==> config.mk <==
export PLATFORM = sky130hd
export DESIGN_NAME = uart_addr_recognition_framing
export DESIGN_NICKNAME = d
export VERILOG_FILES = /design/src/uart_pkg.sv /design/src/rx_stream_if.sv /design/src/pair_buffer.sv /design/src/uart_addr_recognition_framing.sv
export SDC_FILE = /design/constraint.sdc
export NUM_CORES = 1
export LEC_CHECK = 0
export BUFFER_PORTS_ARGS = -buffer_cell sky130_fd_sc_hd__buf_2
export CORE_UTILIZATION = 45
export DETAILED_ROUTE_END_ITERATION = 7
export HOLD_SLACK_MARGIN = 0.03
export PLACE_DENSITY = 0.7
export SLEW_MARGIN = 20
export SYNTH_ARGS = -nofsm -noshare
export SYNTH_HDL_FRONTEND = slang
export SYNTH_SLANG_ARGS = --single-unit
==> constraint.sdc <==
create_clock -name sys_clk -period 4.4 [get_ports sys_clk]
set_clock_uncertainty 0.05 [all_clocks]
set_input_delay 0.66 -clock sys_clk [delete_from_list [all_inputs] [get_ports sys_clk]]
set_output_delay 0.66 -clock sys_clk [all_outputs]
set_load 0.02 [all_outputs]
==> src/uart_pkg.sv <==
// constants shared by the serial port with address recognition
package uart_pkg;
	// special function register addresses
	localparam logic [7:0] ADDR_SERIAL_CONTROL = 8'h98;
	localparam logic [7:0] ADDR_DATA_BUFFER = 8'h99;
	localparam logic [7:0] ADDR_SLAVE_ADDRESS = 8'hA9;
	localparam logic [7:0] ADDR_SLAVE_ADDRESS_MASK = 8'hB9;
	localparam logic [7:0] RESET_SERIAL_CONTROL = 8'h00;
	localparam logic [7:0] RESET_SLAVE_ADDRESS = 8'h00;
	localparam logic [7:0] RESET_SLAVE_ADDRESS_MASK = 8'h00;
	// serial_control field positions
	localparam int BIT_MODE0_OR_FE = 7;
	localparam int BIT_MODE1 = 6;
	localparam int BIT_ADDR_FILTER = 5;
	localparam int BIT_RX_ENABLE = 4;
	localparam int BIT_TX_NINTH = 3;
	localparam int BIT_RX_NINTH = 2;
	localparam int BIT_TX_DONE = 1;
	localparam int BIT_RX_DONE = 0;
	// operating modes {mode_select_bit0, mode_select_bit1}
	typedef enum logic [1:0] {
		MODE_SHIFT = 2'h0,
		MODE_UART8 = 2'h1,
		MODE_UART9_FIXED = 2'h2,
		MODE_UART9_VAR = 2'h3
	} mode_t;
	// rate figures
	localparam int MODE0_DIVISOR = 12;
	localparam int MODE2_DIVISOR = 64;
	localparam int OVERSAMPLE = 16;
	localparam int MODE2_TICK_DIV = MODE2_DIVISOR / OVERSAMPLE;
	localparam int TIMER1_DIVISOR = 32;
	localparam int T1_OVF_PER_TICK = TIMER1_DIVISOR / OVERSAMPLE;
	localparam logic [3:0] OS_MID = 4'h7;
	localparam logic [3:0] OS_LAST = 4'hF;
	localparam logic [3:0] M0_HALF = 4'h6;
	localparam logic [3:0] M0_LAST = 4'hB;
	localparam logic [3:0] DATA_BITS = 4'h8;
	localparam logic [3:0] STOP_IDX_8 = 4'h9;
	localparam logic [3:0] STOP_IDX_9 = 4'hA;
endpackage : uart_pkg

==> src/rx_stream_if.sv <==
// valid/ready word channel into the receiver's buffer and out of it to the read path
`timescale 1ns/100ps
interface rx_stream_if #(parameter int WIDTH = 8);
	logic valid;
	logic ready;
	logic [WIDTH-1:0] data;
	modport src (output valid, output data, input ready);
	modport snk (input valid, input data, output ready);
endinterface : rx_stream_if

==> src/pair_buffer.sv <==
// two-entry buffer with valid/ready on both sides
`timescale 1ns/100ps
module pair_buffer #(
	parameter int WIDTH = 8
) (
	input wire logic sys_clk,
	input wire logic rst_n,
	rx_stream_if.snk fill,
	rx_stream_if.src drain
);
	logic [WIDTH-1:0] head_q;
	logic [WIDTH-1:0] tail_q;
	logic [1:0] count_q;
	wire push = fill.valid && fill.ready;
	wire pop = drain.valid && drain.ready;
	wire [1:0] count_after_pop = count_q - {1'b0, pop};

	assign fill.ready = (count_q != 2'h2);
	assign drain.valid = (count_q != 2'h0);
	assign drain.data = head_q;

	always_ff @(posedge sys_clk or negedge rst_n)
	begin
		if (!rst_n)
		begin
			head_q <= '0;
			tail_q <= '0;
			count_q <= 2'h0;
		end
		else
		begin
			if (push && count_after_pop == 2'h0)
				head_q <= fill.data;
			else if (pop)
				head_q <= tail_q;
			if (push && count_after_pop != 2'h0)
				tail_q <= fill.data;
			count_q <= count_after_pop + {1'b0, push};
		end
	end
endmodule : pair_buffer

==> src/uart_addr_recognition_framing.sv <==
// serial port with framing check, four modes and address recognition
`timescale 1ns/100ps
module uart_addr_recognition_framing (
	input wire logic sys_clk,
	input wire logic arst_n,
	input wire logic [7:0] sfr_addr,
	input wire logic sfr_wr,
	input wire logic [7:0] sfr_wdata,
	input wire logic sfr_bit_wr,
	input wire logic [2:0] sfr_bit_pos,
	input wire logic sfr_bit_val,
	input wire logic sfr_rd,
	output logic [7:0] sfr_rdata,
	input wire logic error_flag_select,
	input wire logic rate_doubler,
	input wire logic timer1_overflow,
	input wire logic timer2_overflow,
	input wire logic tx_rate_from_timer2,
	input wire logic rx_rate_from_timer2,
	input wire logic rxd_in,
	output logic rxd_out,
	output logic rxd_oe,
	output logic txd
);
	typedef enum logic [4:0] {
		RX_IDLE = 5'b0_0001,
		RX_START = 5'b0_0010,
		RX_DATA = 5'b0_0100,
		RX_STOP = 5'b0_1000,
		RX_SHIFT = 5'b1_0000
	} rx_state_t;
	typedef enum logic [2:0] {
		TX_IDLE = 3'b001,
		TX_FRAME = 3'b010,
		TX_SHIFT = 3'b100
	} tx_state_t;

	logic rst_s1_q;
	logic rst_n;
	logic rxd_s1_q;
	logic rxd_s2_q;
	logic rxd_prev_q;
	logic [7:0] ctrl_q;
	logic [7:0] ctrl_d;
	logic fe_q;
	logic [7:0] slave_address_q;
	logic [7:0] smask_q;
	logic [7:0] rdata_d;
	logic t1_half_q;
	logic [1:0] m2_cnt_q;
	logic [3:0] m0_cnt_q;
	rx_state_t rx_state_q;
	tx_state_t tx_state_q;
	logic [3:0] rx_os_q;
	logic [3:0] rx_bits_q;
	logic [8:0] rx_sh_q;
	logic [3:0] tx_os_q;
	logic [3:0] tx_bits_q;
	logic [10:0] tx_sh_q;
	logic tx_nine_q;
	logic txd_q;
	logic rxd_out_q;
	logic rxd_oe_q;

	// synchronise reset release and the serial input
	always_ff @(posedge sys_clk or negedge arst_n)
	begin
		if (!arst_n)
		begin
			rst_s1_q <= 1'b0;
			rst_n <= 1'b0;
		end
		else
		begin
			rst_s1_q <= 1'b1;
			rst_n <= rst_s1_q;
		end
	end

	always_ff @(posedge sys_clk or negedge rst_n)
	begin
		if (!rst_n)
		begin
			rxd_s1_q <= 1'b1;
			rxd_s2_q <= 1'b1;
			rxd_prev_q <= 1'b1;
		end
		else
		begin
			rxd_s1_q <= rxd_in;
			rxd_s2_q <= rxd_s1_q;
			rxd_prev_q <= rxd_s2_q;
		end
	end

	// register decode
	wire mode_b0 = ctrl_q[uart_pkg::BIT_MODE0_OR_FE];
	wire mode_b1 = ctrl_q[uart_pkg::BIT_MODE1];
	wire [1:0] mode = {mode_b0, mode_b1};
	wire is_mode0 = (mode == uart_pkg::MODE_SHIFT);
	wire is_mode1 = (mode == uart_pkg::MODE_UART8);
	wire is_mode2 = (mode == uart_pkg::MODE_UART9_FIXED);
	wire is_nine = mode_b0;
	wire addr_filter = ctrl_q[uart_pkg::BIT_ADDR_FILTER];
	wire rx_enable = ctrl_q[uart_pkg::BIT_RX_ENABLE];
	wire tx_ninth = ctrl_q[uart_pkg::BIT_TX_NINTH];
	wire rx_done = ctrl_q[uart_pkg::BIT_RX_DONE];

	wire sel_ctrl = (sfr_addr == uart_pkg::ADDR_SERIAL_CONTROL);
	wire sel_buf = (sfr_addr == uart_pkg::ADDR_DATA_BUFFER);
	wire sel_slave_address = (sfr_addr == uart_pkg::ADDR_SLAVE_ADDRESS);
	wire sel_smask = (sfr_addr == uart_pkg::ADDR_SLAVE_ADDRESS_MASK);
	wire ctrl_byte_wr = sfr_wr && sel_ctrl;
	wire ctrl_bit_wr = sfr_bit_wr && sel_ctrl;
	wire buf_wr = sfr_wr && sel_buf;
	wire buf_rd = sfr_rd && sel_buf;
	wire [7:0] bit_onehot = 8'h01 << sfr_bit_pos;
	wire [7:0] wr_mask = ctrl_byte_wr ? 8'hFF :
		(ctrl_bit_wr ? bit_onehot : 8'h00);
	wire [7:0] wr_val = ctrl_byte_wr ? sfr_wdata : {8{sfr_bit_val}};
	// bit 7 goes to the error flag or the mode bit per the select input
	wire b7_wr = wr_mask[uart_pkg::BIT_MODE0_OR_FE];
	wire b7_val = wr_val[uart_pkg::BIT_MODE0_OR_FE];
	wire fe_wr = b7_wr && error_flag_select;
	wire m0_wr = b7_wr && !error_flag_select;

	// per-direction 16x tick: mode 2 from the clock, else timer overflows
	wire t1_tick = timer1_overflow && (rate_doubler || t1_half_q);
	// four clocks a tick, two when doubled: 64 or 32 clocks a bit
	wire [1:0] m2_last = rate_doubler ?
		2'(uart_pkg::MODE2_TICK_DIV / 2 - 1) :
		2'(uart_pkg::MODE2_TICK_DIV - 1);
	wire m2_tick = (m2_cnt_q == m2_last);
	wire tx_tick = is_mode2 ? m2_tick :
		(tx_rate_from_timer2 ? timer2_overflow : t1_tick);
	wire rx_tick = is_mode2 ? m2_tick :
		(rx_rate_from_timer2 ? timer2_overflow : t1_tick);
	wire m0_end = (m0_cnt_q == uart_pkg::M0_LAST);
	wire m0_mid = (m0_cnt_q == uart_pkg::M0_HALF);

	always_ff @(posedge sys_clk or negedge rst_n)
	begin
		if (!rst_n)
		begin
			t1_half_q <= 1'b0;
			m2_cnt_q <= 2'h0;
		end
		else
		begin
			if (timer1_overflow)
				t1_half_q <= !t1_half_q;
			m2_cnt_q <= m2_tick ? 2'h0 : m2_cnt_q + 2'h1;
		end
	end

	// address recognition
	wire [7:0] bcast = slave_address_q | smask_q;
	wire [7:0] rx_byte9 = rx_sh_q[7:0];
	wire [7:0] rx_byte8 = rx_sh_q[8:1];
	wire [7:0] rx_byte = (is_nine && !is_mode0) ? rx_byte9 : rx_byte8;
	wire given_hit = ((rx_byte & smask_q) == (slave_address_q & smask_q));
	wire bcast_hit = ((rx_byte & bcast) == bcast);
	wire addr_hit = given_hit || bcast_hit;
	wire stop_bit = rxd_s2_q;
	wire ninth_in = is_nine ? rx_sh_q[8] : stop_bit;
	// filter qualifies completion in modes 1..3 only
	wire accept9 = !addr_filter || (rx_sh_q[8] && addr_hit);
	wire accept8 = !addr_filter || (stop_bit && addr_hit);
	wire accept = is_nine ? accept9 : accept8;

	rx_stream_if #(.WIDTH(8)) push_s ();
	rx_stream_if #(.WIDTH(8)) pop_s ();

	// receiver
	wire rx_os_mid = rx_tick && (rx_os_q == uart_pkg::OS_MID);
	wire last_rx_bit = (rx_bits_q == (is_nine ? uart_pkg::DATA_BITS :
		uart_pkg::DATA_BITS - 4'h1));
	wire start_edge = rxd_prev_q && !rxd_s2_q;
	wire rx_go_uart = !is_mode0 && rx_enable && start_edge &&
		push_s.ready;
	wire rx_go_shift = is_mode0 && rx_enable && !rx_done &&
		push_s.ready && (tx_state_q == TX_IDLE);
	wire rx_stop_eval = (rx_state_q == RX_STOP) && rx_os_mid;
	wire rx_shift_done = (rx_state_q == RX_SHIFT) && m0_end &&
		(rx_bits_q == uart_pkg::DATA_BITS - 4'h1);
	wire rx_complete = (rx_stop_eval && accept) || rx_shift_done;
	wire frame_err = rx_stop_eval && !stop_bit;
	assign push_s.valid = rx_complete;
	assign push_s.data = rx_byte;
	assign pop_s.ready = buf_rd;

	pair_buffer #(.WIDTH(8)) rx_buf (
		.sys_clk(sys_clk),
		.rst_n(rst_n),
		.fill(push_s),
		.drain(pop_s)
	);

	always_ff @(posedge sys_clk or negedge rst_n)
	begin
		if (!rst_n)
		begin
			rx_state_q <= RX_IDLE;
			rx_os_q <= 4'h0;
			rx_bits_q <= 4'h0;
			rx_sh_q <= 9'h000;
		end
		else
		begin
			if (rx_tick)
				rx_os_q <= rx_os_q + 4'h1;
			case (rx_state_q)
				RX_IDLE:
				begin
					rx_bits_q <= 4'h0;
					if (rx_go_uart)
					begin
						rx_state_q <= RX_START;
						rx_os_q <= 4'h0;
					end
					else if (rx_go_shift)
						rx_state_q <= RX_SHIFT;
				end
				RX_START:
					if (rx_os_mid)
						rx_state_q <= rxd_s2_q ? RX_IDLE : RX_DATA;
				RX_DATA:
					if (rx_os_mid)
					begin
						rx_sh_q <= {rxd_s2_q, rx_sh_q[8:1]};
						rx_bits_q <= rx_bits_q + 4'h1;
						if (last_rx_bit)
							rx_state_q <= RX_STOP;
					end
				RX_STOP:
					if (rx_os_mid || !rx_enable)
						rx_state_q <= RX_IDLE;
				RX_SHIFT:
				begin
					if (m0_mid)
						rx_sh_q <= {rxd_s2_q, rx_sh_q[8:1]};
					if (m0_end)
						rx_bits_q <= rx_bits_q + 4'h1;
					if (rx_shift_done || !rx_enable)
						rx_state_q <= RX_IDLE;
				end
				default:
					rx_state_q <= RX_IDLE;
			endcase
		end
	end

	// transmitter; a write while busy is ignored
	wire tx_bit_end = tx_tick && (tx_os_q == uart_pkg::OS_LAST);
	wire [3:0] stop_idx = tx_nine_q ? uart_pkg::STOP_IDX_9 :
		uart_pkg::STOP_IDX_8;
	wire tx_start = buf_wr && (tx_state_q == TX_IDLE);
	wire tx_ti_uart = (tx_state_q == TX_FRAME) && tx_bit_end &&
		(tx_bits_q + 4'h1 == stop_idx);
	wire tx_ti_shift = (tx_state_q == TX_SHIFT) && m0_end &&
		(tx_bits_q == uart_pkg::DATA_BITS - 4'h1);
	wire tx_last_end = (tx_state_q == TX_FRAME) && tx_bit_end &&
		(tx_bits_q == stop_idx);
	wire ninth_out = is_nine ? tx_ninth : 1'b1;
	wire shifting = (rx_state_q == RX_SHIFT) || (tx_state_q == TX_SHIFT);

	always_ff @(posedge sys_clk or negedge rst_n)
	begin
		if (!rst_n)
		begin
			tx_state_q <= TX_IDLE;
			tx_os_q <= 4'h0;
			tx_bits_q <= 4'h0;
			tx_sh_q <= 11'h7FF;
			tx_nine_q <= 1'b0;
		end
		else
		begin
			if (tx_tick)
				tx_os_q <= tx_os_q + 4'h1;
			case (tx_state_q)
				TX_IDLE:
				begin
					tx_bits_q <= 4'h0;
					tx_os_q <= 4'h0;
					if (tx_start)
					begin
						tx_sh_q <= {1'b1, ninth_out, sfr_wdata, 1'b0};
						tx_nine_q <= is_nine;
						tx_state_q <= is_mode0 ? TX_SHIFT : TX_FRAME;
						if (is_mode0)
							tx_sh_q <= {3'h7, sfr_wdata};
					end
				end
				TX_FRAME:
					if (tx_bit_end)
					begin
						tx_sh_q <= {1'b1, tx_sh_q[10:1]};
						tx_bits_q <= tx_bits_q + 4'h1;
						if (tx_last_end)
							tx_state_q <= TX_IDLE;
					end
				TX_SHIFT:
					if (m0_end)
					begin
						tx_sh_q <= {1'b1, tx_sh_q[10:1]};
						tx_bits_q <= tx_bits_q + 4'h1;
						if (tx_ti_shift)
							tx_state_q <= TX_IDLE;
					end
				default:
					tx_state_q <= TX_IDLE;
			endcase
		end
	end

	// mode 0 shift clock: low for the first half of each bit, high after
	always_ff @(posedge sys_clk or negedge rst_n)
	begin
		if (!rst_n)
			m0_cnt_q <= 4'h0;
		else if (!shifting || m0_end)
			m0_cnt_q <= 4'h0;
		else
			m0_cnt_q <= m0_cnt_q + 4'h1;
	end

	always_ff @(posedge sys_clk or negedge rst_n)
	begin
		if (!rst_n)
		begin
			txd_q <= 1'b1;
			rxd_out_q <= 1'b1;
			rxd_oe_q <= 1'b0;
		end
		else
		begin
			txd_q <= shifting ? (m0_cnt_q >= uart_pkg::M0_HALF) :
				tx_sh_q[0];
			rxd_out_q <= tx_sh_q[0];
			rxd_oe_q <= (tx_state_q == TX_SHIFT);
		end
	end
	assign txd = txd_q;
	assign rxd_out = rxd_out_q;
	assign rxd_oe = rxd_oe_q;

	// control register: hardware set or load wins over a software write
	always_comb
	begin
		ctrl_d = ctrl_q;
		for (int i = 0; i < 8; i++)
			if (wr_mask[i])
				ctrl_d[i] = wr_val[i];
		ctrl_d[uart_pkg::BIT_MODE0_OR_FE] = m0_wr ? b7_val : mode_b0;
		if (rx_complete && !is_mode0)
			ctrl_d[uart_pkg::BIT_RX_NINTH] = ninth_in;
		if (rx_complete)
			ctrl_d[uart_pkg::BIT_RX_DONE] = 1'b1;
		if (tx_ti_uart || tx_ti_shift)
			ctrl_d[uart_pkg::BIT_TX_DONE] = 1'b1;
	end

	always_ff @(posedge sys_clk or negedge rst_n)
	begin
		if (!rst_n)
		begin
			ctrl_q <= uart_pkg::RESET_SERIAL_CONTROL;
			fe_q <= 1'b0;
			slave_address_q <= uart_pkg::RESET_SLAVE_ADDRESS;
			smask_q <= uart_pkg::RESET_SLAVE_ADDRESS_MASK;
		end
		else
		begin
			ctrl_q <= ctrl_d;
			if (frame_err)
				fe_q <= 1'b1;
			else if (fe_wr)
				fe_q <= b7_val;
			if (sfr_wr && sel_slave_address)
				slave_address_q <= sfr_wdata;
			if (sfr_wr && sel_smask)
				smask_q <= sfr_wdata;
		end
	end

	// read path; unmapped addresses read zero
	wire [7:0] ctrl_view = {error_flag_select ? fe_q : mode_b0,
		ctrl_q[6:0]};
	assign rdata_d = sel_ctrl ? ctrl_view :
		sel_buf ? pop_s.data :
		sel_slave_address ? slave_address_q :
		sel_smask ? smask_q : 8'h00;

	always_ff @(posedge sys_clk or negedge rst_n)
	begin
		if (!rst_n)
			sfr_rdata <= 8'h00;
		else if (sfr_rd)
			sfr_rdata <= rdata_d;
	end
endmodule : uart_addr_recognition_framing

==> impl_metrics.ini, run 1 <==
[final_layout]
nFillCells = 1169
areaGrowthSynthToFinish_pct = 11.3
instances_no_fill = 764
nets = 624
drive_above_1_share_pct = 24.8

[clock_network]
clockBufferDepth = 2
clock_sinks = 110
cts_setup_buffers = 0
path_clk_slew_ns = 0.07
cts_made_buffers = 9
root_buffer = clkbuf_16
cts_resized = 0
h-tree-depth = 3
clkLatencyLatePin_ns = 0.36
cts_tree = built

[yosys]
synth_edf_count = 0
syn_nets = 586
synth-main-ff-cell = dfrtp_1
yosysSeqAreaShare_pct = 47.6
synth_area_sq_um = 5830
syn_inst = 546
async_reset_ff_share_pct = 100
yosysMostFrequentCell = dfrtp_1
synth_top_cell_area_share_pct = 39.9
ys_top_cells_by_area = dfrtp_1 (40%), mux2_2 (11%), dfstp_2 (7.7%)
yosys-top-cells-count = dfrtp_1 (93), nand2_1 (62), mux2_2 (55), nor2_1 (46), mux2i_1 (39)
avgSynthCellArea_sq_um = 10.7
synth_cell_types = 61
yosys_warnings = 0
ys_ff_latch = 110
synth.largest_area_cell = dfrtp_1

[critical_path]
crit_buf_inv = 2
path_depth = 10
slowest_delay_ns = 0.45
required_ns = 4.59
cp_max_fo = 11
reg2reg_depth = 7
start_kind = primary input
critical_path_class = primary input to flip-flop
cp_top_family = simple AND/OR/NAND/NOR gates
critical_path.slowest_cell = o211a_1
path_cells = buf_2 -> nor4bb_1 -> and3_1 -> buf_4 -> o211a_1 -> ha_1 -> xnor2_1 -> nand2_1 -> nand3_4 -> mux2_2
crit_path_end_kind = flip-flop
cp.arrival_ns = 3.24

[sta]
whs_ns = 0.304
final.period_utilization_pct = 69.4
fin_ws_ns = 1.35
setup_viol = 0
tightestPinTransition_ns = 0.969
finalHoldViolations = 0
relSlewSlack_pct = 35.4
rsz0062_at_grt = false
fin_setup_tns_ns = 0
slew_violations = 0
max_freq_mhz = 328
fin_crit_ns = 3.05

[routing]
wl_met1_mm = 6.33
drcViolationCount = 0
post_drt_wl_per_cell_um = 17.9
first_iter_violations = 350
wirelength_mm = 13.7
viasPerCell = 5.82
wl_met3_um = 807
firstDrtPassIters = 6
postRouteAntennaNets = 0
top_layer = met4
num_vias = 4444
routed-wl-met2_mm = 6.16

[run]
drv_cap = 0

[die]
die_w_um = 116
die_y_um = 116
dieArea_sq_um = 13400
start_util_pct = 46.2
ios = 43
rows = 41
core-area_sq_um = 12600

[placed_design]
dp_hpwl_mm = 9.72
io_buffer_count = 42
dp_cells = 744
pre_cts_slack_ns = 0.977
gp_congestion = 0.916

[power]
power_leakage_nw = 2.98
peakVddDrop_mv = 0.238
power_density_nw_per_um2 = 350

[global_route]
first_global_vias = 4264
grt_pass1_wl_mm = 22.1
antenna_found_initial = 3
grtUsageTotal_pct = 21.8
globalRouteOverflowTotal = 0
grt_start_max_net_pins = 76

[worst_hold_path]
hp-class = flip-flop to flip-flop
min_path_cells = 0

[status]
status = finished clean
## where the power goes
group	internal, mW	switching (mW)	leakage [nW]
Clock	0.438	0.359	0.143
Combinational	0.129	0.176	1.40
Sequential	1.09	0.0765	1.45
## cell families (layout without fill, tap and decap cells)
| family | after synthesis | count (layout) | synth area share [%] |
|---|---|---|---|
| compound gates | 104 | 104 | 11.8 |
| xor+xnor | 23 | 23 | 3.46 |
| fa+ha+maj | 8 | 8 | 1.72 |
| buf+inv | 28 | 71 | 2.30 |
| flops | 110 | 110 | 47.6 |
| mux | 96 | 96 | 17.9 |
| other cells | 1 | 4 | 0.0643 |
| simple gates | 176 | 176 | 15.1 |
## layer usage
layer / GRT usage [%] / up-vias
met1: 31.0 / 2210
met2: 31.9 / 153
met3: 5.23 / 28
li1: - / 2053
met4: 9.40 / 0
met5: 0 / -
## final timing paths
kind,slack (ns),startpoint,endpoint
max,1.35,sfr_addr[5],rx_buf.tail_q[4]
min,0.30,rst_s1_q,rst_n
max reg2reg,1.44,ctrl_q[7],rx_buf.tail_q[4]
min reg2reg,0.30,rst_s1_q,rst_n
max in group asynchronous,2.90,rst_n,rx_buf.count_q[0]
min in group asynchronous,0.42,rst_n,smask_q[1]
## placed cells by master, fill, tap and decap left out, types with 9 or more instances in the layout
master and n:
xor2_1 10, buf_2 42, o22ai_1 9, a21oi_1 29, dfstp_2 17, mux2_2 55
inv_1 9, nand3_1 14, xnor2_1 13, clkbuf_16 9, mux2i_1 39, o21ai_0 22
nor2_1 46, dfrtp_1 91, nand2_1 62
## metrics by stage
stage / power (mW) / utilization (%) / instance area [sq um]
after global placement: 1.47 / 49.0 / 6180
after floorplan: 1.39 / - / 5830
after detailed placement: 1.48 / 49.0 / 6180
after global routing: 2.37 / 51.4 / 6480
final: 2.27 / 51.4 / 6480
after CTS: 2.29 / 51.3 / 6470
## state kept, by name, indices dropped and copies added, names as in the netlist, 2 cells and up
register / cells
tx_state_q: 3
tx_bits_q: 4
rx_buf.tail_q: 8
m0_cnt_q: 4
rx_buf.drain.data: 8
sfr_rdata: 8
rx_state_q: 5
rx_buf.count_q: 2
tx_os_q: 4
smask_q: 8
m2_cnt_q: 2
ctrl_q: 8
slave_address_q: 8
tx_sh_q: 10
rx_bits_q: 4
rx_sh_q: 9
rx_os_q: 4
## timing repair
action,CTS,global route
endpoints found under the setup margin,0,0
hold endpoints to repair,2,0
hold buffers,1,0
## area by class of cell
cell class                      instances  area [sq um]  area share, %
Antenna cell                            3          7.51          0.116
Clock buffer                           11           233           3.59
Clock inverter                          5          50.0          0.772
Inverter                                9          33.8          0.521
Multi-Input combinational cell        408          2920           45.1
Sequential cell                       110          2780           42.9
Tap cell                              172           215           3.32
Timing Repair Buffer                   46           243           3.74
Power figures use the tool's default switching activity.
==> run 2: changes to the inputs <==
==> constraint.sdc (replaced) <==
create_clock -name sys_clk -period 2.9 [get_ports sys_clk]
set_clock_uncertainty 0.05 [all_clocks]
set_input_delay 0.435 -clock sys_clk [delete_from_list [all_inputs] [get_ports sys_clk]]
set_output_delay 0.435 -clock sys_clk [all_outputs]
set_load 0.02 [all_outputs]
==> run 2 against run 1 <==
  * Cell count rose by 1.8%
  * Cell area grew 2.8%
  * Clock power grew 77%
  * Non-clock buffer count increased by 16
  * Clock-buffer cell count rose by 1
  * Wire length fell by 4.0%
  * Sequential share of layout area down 1.2 points
  * Combinational power up 61%
  * Critical endpoint is now rx_buf.tail_q[2]
==> impl_metrics.ini, run 2 (synthesis gave the netlist of run 1 again) <==
[global_route]
antenna_found_initial = 1
grt_start_max_net_pins = 109
grtUsageTotal_pct = 21.3
first_global_vias = 4220
globalRouteOverflowTotal = 0
grt_pass1_wl_mm = 21.5

[placed_design]
gp_congestion = 0.883
dp_cells = 760
dpl-instance-area_sq_um = 6310
dp_hpwl_mm = 9.66
io_buffer_count = 42
pre_cts_slack_ns = 0.136

[critical_path]
critical_path_class = flip-flop to flip-flop
cp_max_fo = 8
path_cells = ha_1 -> nand3b_4 -> or3_1 -> o21a_1 -> o21a_1 -> a221oi_4 -> nand3_4 -> mux2_2
slowest_delay_ns = 0.41
required_ns = 3.09
cp_common_cell = o21a_1
start_kind = flip-flop
cp.arrival_ns = 2.90
crit_path_end_kind = flip-flop
critical_path.slowest_cell = or3_1
cp-startpoint = m0_cnt_q[0]
r2r-start = m0_cnt_q[0]

[sta]
relSlewSlack_pct = 60.1
finalHoldViolations = 0
rsz0062_at_grt = false
setup_viol = 0
whs_ns = 0.120
slew_violations = 0
fin_ws_ns = 0.197
tightestPinTransition_ns = 0.595
max_freq_mhz = 370
fin_setup_tns_ns = 0
fin_crit_ns = 2.70
final.period_utilization_pct = 93.2

[final_layout]
utilization_pct = 52.8
largestRegisters = tx_sh_q x10, rx_sh_q x9
drive_above_1_share_pct = 26.6
largest_reg_flops = 10
nFillCells = 1150
instances_no_fill = 778
final_cell_mix = dfrtp_1 (91), nand2_1 (62), mux2_2 (55)
design_area_sq_um = 6670
seq_area_sq_um = 2780
mostFrequentLayoutCell = dfrtp_1
top_register = tx_sh_q
areaGrowthSynthToFinish_pct = 14.4
multi_input_area_sq_um = 2920
nets = 640

[status]
status = finished clean

[clock_network]
h-tree-depth = 3
path_clk_slew_ns = 0.07
root_buffer = clkbuf_16
clock_sinks = 110
clkLatencyLatePin_ns = 0.36
cts_made_buffers = 9
clockBufferDepth = 2
cts_setup_buffers = 0
cts_tree = built

[power]
power_mw = 3.66
peakVddDrop_mv = 0.278
power_density_nw_per_um2 = 548
power_leakage_nw = 3.09

[routing]
firstDrtPassIters = 4
first_iter_violations = 301
viasPerCell = 5.60
post_drt_wl_per_cell_um = 16.9
num_vias = 4357
drcViolationCount = 0
postRouteAntennaNets = 0
wirelength_mm = 13.1

[die]
start_util_pct = 46.2
rows = 41
dieArea_sq_um = 13400
ios = 43
die_y_um = 116
core-area_sq_um = 12600
die_w_um = 116

[worst_hold_path]
hold_start = rxd_in
hp-class = primary input to flip-flop

[run]
drv_cap = 0
run 2: layout make-up:
class,count,area share [%]
diodes,1,0.0375
clock buffers,12,3.70
clock inverters,4,1.43
inverters,9,0.507
multi-input cells,408,43.8
flip-flops and latches,110,41.7
well taps,172,3.23
repair buffers,62,5.63
run 2: critical path: cells and delay by family, from the launching register on:
kind                       cells  cell delay, ns
DFF                            1            0.40
and+or+nand+nor                3            0.74
muxes                          1            0.31
AOI/OAI and AO/OA              3            0.81
adders and majority gates      1            0.28
run 2: path summary, 6_finish.rpt:
path                                    endpoint  slack (ns)  depth (start not counted)
worst min-delay path                    rxd_s1_q        0.12                          1
worst max register to register  rx_buf.tail_q[2]        0.20                          8
worst min register to register             rst_n        0.31                          0
min in group asynchronous                  rst_n        0.33                          2
max in group asynchronous              ctrl_q[7]        2.02                          1
worst max-delay path            rx_buf.tail_q[2]        0.20                          8
run 2: per-layer routing:
| metal | GRT usage, % | vias to the layer above | part of all wire, % |
|---|---|---|---|
| li1 | - | 2090 | - |
| met1 | 28.5 | 2157 | 46 |
| met2 | 33.5 | 88 | 47 |
| met3 | 4.50 | 22 | 4.6 |
| met4 | 8.97 | 0 | 2.5 |
| met5 | 0 | - | 0 |
run 2: what timing repair did:
action	CTS	global route
hold buffers	1	0
endpoints found under the setup margin	0	18
gates resized for setup	0	1
endpoints found under the hold margin	2	0
run 2: power by group:
part | switching (mW) | leakage [nW] | total (mW) | internal [mW]
Sequential | 0.0972 | 1.45 | 1.76 | 1.66
Combinational | 0.283 | 1.48 | 0.494 | 0.211
Clock | 0.540 | 0.167 | 1.41 | 0.867
Total | 0.921 | 3.09 | 3.66 | 2.74
==> run 3: changes to the inputs <==
--- a/config.mk
+++ b/config.mk
@@ -10,6 +10,7 @@
 export DETAILED_ROUTE_END_ITERATION = 7
 export HOLD_SLACK_MARGIN = 0.03
 export PLACE_DENSITY = 0.7
+export RECOVER_POWER = 50
 export SLEW_MARGIN = 20
 export SYNTH_ARGS = -nofsm -noshare
 export SYNTH_HDL_FRONTEND = slang
==> run 3 against run 2 <==
  * Worst hold slack about the same
  * Sequential power is essentially flat
  * Sequential share of layout area increased by 0.086 points
  * Via count increased by 0.32%
  * Clock-buffer cell count unchanged
  * Combinational power about the same
  * Flip-flop and latch count unchanged
  * Clock power about the same
  * Cell area fell by 0.21%
  * Non-clock buffer count stayed put
  * First-iteration DRC count rose by 3.7%
  * Critical endpoint is now rx_buf.tail_q[5]
  * Largest cell class unchanged
==> impl_metrics.ini, run 3 (synthesis gave the netlist of run 1 again) <==
[critical_path]
r2r-start = m0_cnt_q[0]
reg2reg_depth = 8
required_ns = 3.09
critical_path_class = flip-flop to flip-flop
cp-startpoint = m0_cnt_q[0]
rrSetupSlack_ns = 0.20
cp.arrival_ns = 2.89
crit_path_end_kind = flip-flop
critical_path.slowest_cell = or3_1
path_cells = ha_1 -> nand3b_4 -> or3_1 -> o21a_1 -> o21a_1 -> a221oi_4 -> nand3_4 -> mux2_2
start_kind = flip-flop
cp_common_cell = o21a_1
slowest_delay_ns = 0.41
reg2reg_to = rx_buf.tail_q[5]
cp_max_fo = 8
endpoint = rx_buf.tail_q[5]

[sta]
final.period_utilization_pct = 93.2
tightestPinTransition_ns = 1.45
rsz0062_at_grt = false
relSlewSlack_pct = 3.55
fin_crit_ns = 2.70
setup_viol = 0
slew_violations = 0
max_freq_mhz = 370
fin_setup_tns_ns = 0
finalHoldViolations = 0

[routing]
post_drt_wl_per_cell_um = 16.9
wirelength_mm = 13.1
viasPerCell = 5.62
postRouteAntennaNets = 0
first_iter_violations = 312
drcViolationCount = 0
num_vias = 4371
firstDrtPassIters = 4

[clock_network]
root_buffer = clkbuf_16
cts_made_buffers = 9
clock_sinks = 110
clkLatencyLatePin_ns = 0.36
h-tree-depth = 3
cts_tree = built
clockBufferDepth = 2
path_clk_slew_ns = 0.07

[die]
dieArea_sq_um = 13400
die_y_um = 116
ios = 43
die_w_um = 116
start_util_pct = 46.2
core-area_sq_um = 12600
rows = 41

[final_layout]
largestRegisters = tx_sh_q x10, rx_sh_q x9
mostFrequentLayoutCell = dfrtp_1
nets = 640
design_area_sq_um = 6650
top_register = tx_sh_q
largest_reg_flops = 10
final_cell_mix = dfrtp_1 (91), nand2_1 (62), mux2_2 (55)
areaGrowthSynthToFinish_pct = 14.2
drive_above_1_share_pct = 26.1

[global_route]
grt_pass1_wl_mm = 21.5
grt-busiest-layer = met2
grtUsageMet1_pct = 28.5
antenna_found_initial = 1
grtUsageTotal_pct = 21.3
grtUsageMet2_pct = 33.5
met3_usage_pct = 4.50
globalRouteOverflowTotal = 0
first_global_vias = 4220
grt_start_max_net_pins = 109

[power]
power_mw = 3.66
power_leakage_nw = 3.08
power_density_nw_per_um2 = 549
peakVddDrop_mv = 0.277

[placed_design]
dp_hpwl_mm = 9.66
dpl-instance-area_sq_um = 6310
gp_congestion = 0.883
io_buffer_count = 42

[status]
status = finished clean

[run]
drv_cap = 0

[worst_hold_path]
hp-class = primary input to flip-flop
==> run 3: worst min-delay path by stage <==
stage | startpoint | endpoint | slack, ns | depth (start not counted)
6_report | rxd_in | rxd_s1_q | 0.12 | 1
5_1_grt | rxd_in | rxd_s1_q | 0.12 | 1
4_1_cts | rxd_in | rxd_s1_q | 0.12 | 1
3_5_place_dp | arst_n | rst_s1_q | 0.17 | 1
3_3_place_gp | arst_n | rst_s1_q | 0.17 | 1
2_1_floorplan | arst_n | rst_n | 0.09 | 0
==> run 3: where the power goes <==
part           switching (mW)  leakage [nW]  internal (mW)
clock                   0.541         0.167          0.867
combinational           0.285          1.47          0.209
sequential             0.0969          1.45           1.66
==> run 3: worst max-delay path, delay by kind of cell, from the launching register on <==
family | cells | cell delay [ns]
AOI/OAI and AO/OA | 3 | 0.81
muxes | 1 | 0.31
DFF | 1 | 0.40
and+or+nand+nor | 3 | 0.74
adders and majority gates | 1 | 0.27
==> run 3: timing repair <==
action	CTS	global route
endpoints found under the hold margin	2	0
endpoints found under the setup margin	0	18
resized for setup	0	1
setup buffers	0	0
hold buffers	1	0
==> run 3: area by class of cell <==
type / count / area (sq um)
fillers: 1153 / 5970
inverters: 9 / 33.8
clock buffers: 12 / 246
clock inverters: 4 / 95.1
multi-input cells: 408 / 2920
diodes: 1 / 2.50
well taps: 172 / 215
repair buffers: 62 / 362
flip-flops and latches: 110 / 2780
==> run 3: layer usage <==
| metal | share of wire [%] | wire length (um) |
|---|---|---|
| met3 | 4.0 | 528 |
| met4 | 2.5 | 333 |
| met1 | 47 | 6130 |
| met5 | 0 | 0 |
| met2 | 47 | 6150 |
==> run 3: through the flow <==
step / std cells / hold WS, ns / setup slack (ns) / util, %
4_1_cts: 777 / 0.115 / 0.137 / 52.8
6_report: 778 / 0.121 / 0.197 / 52.7
2_1_floorplan: 546 / 0.0894 / 0.130 / -
3_3_place_gp: 760 / 0.170 / 0.229 / 50.0
5_1_grt: 778 / 0.115 / 0.0397 / 52.7
3_5_place_dp: 760 / 0.170 / 0.136 / 50.0
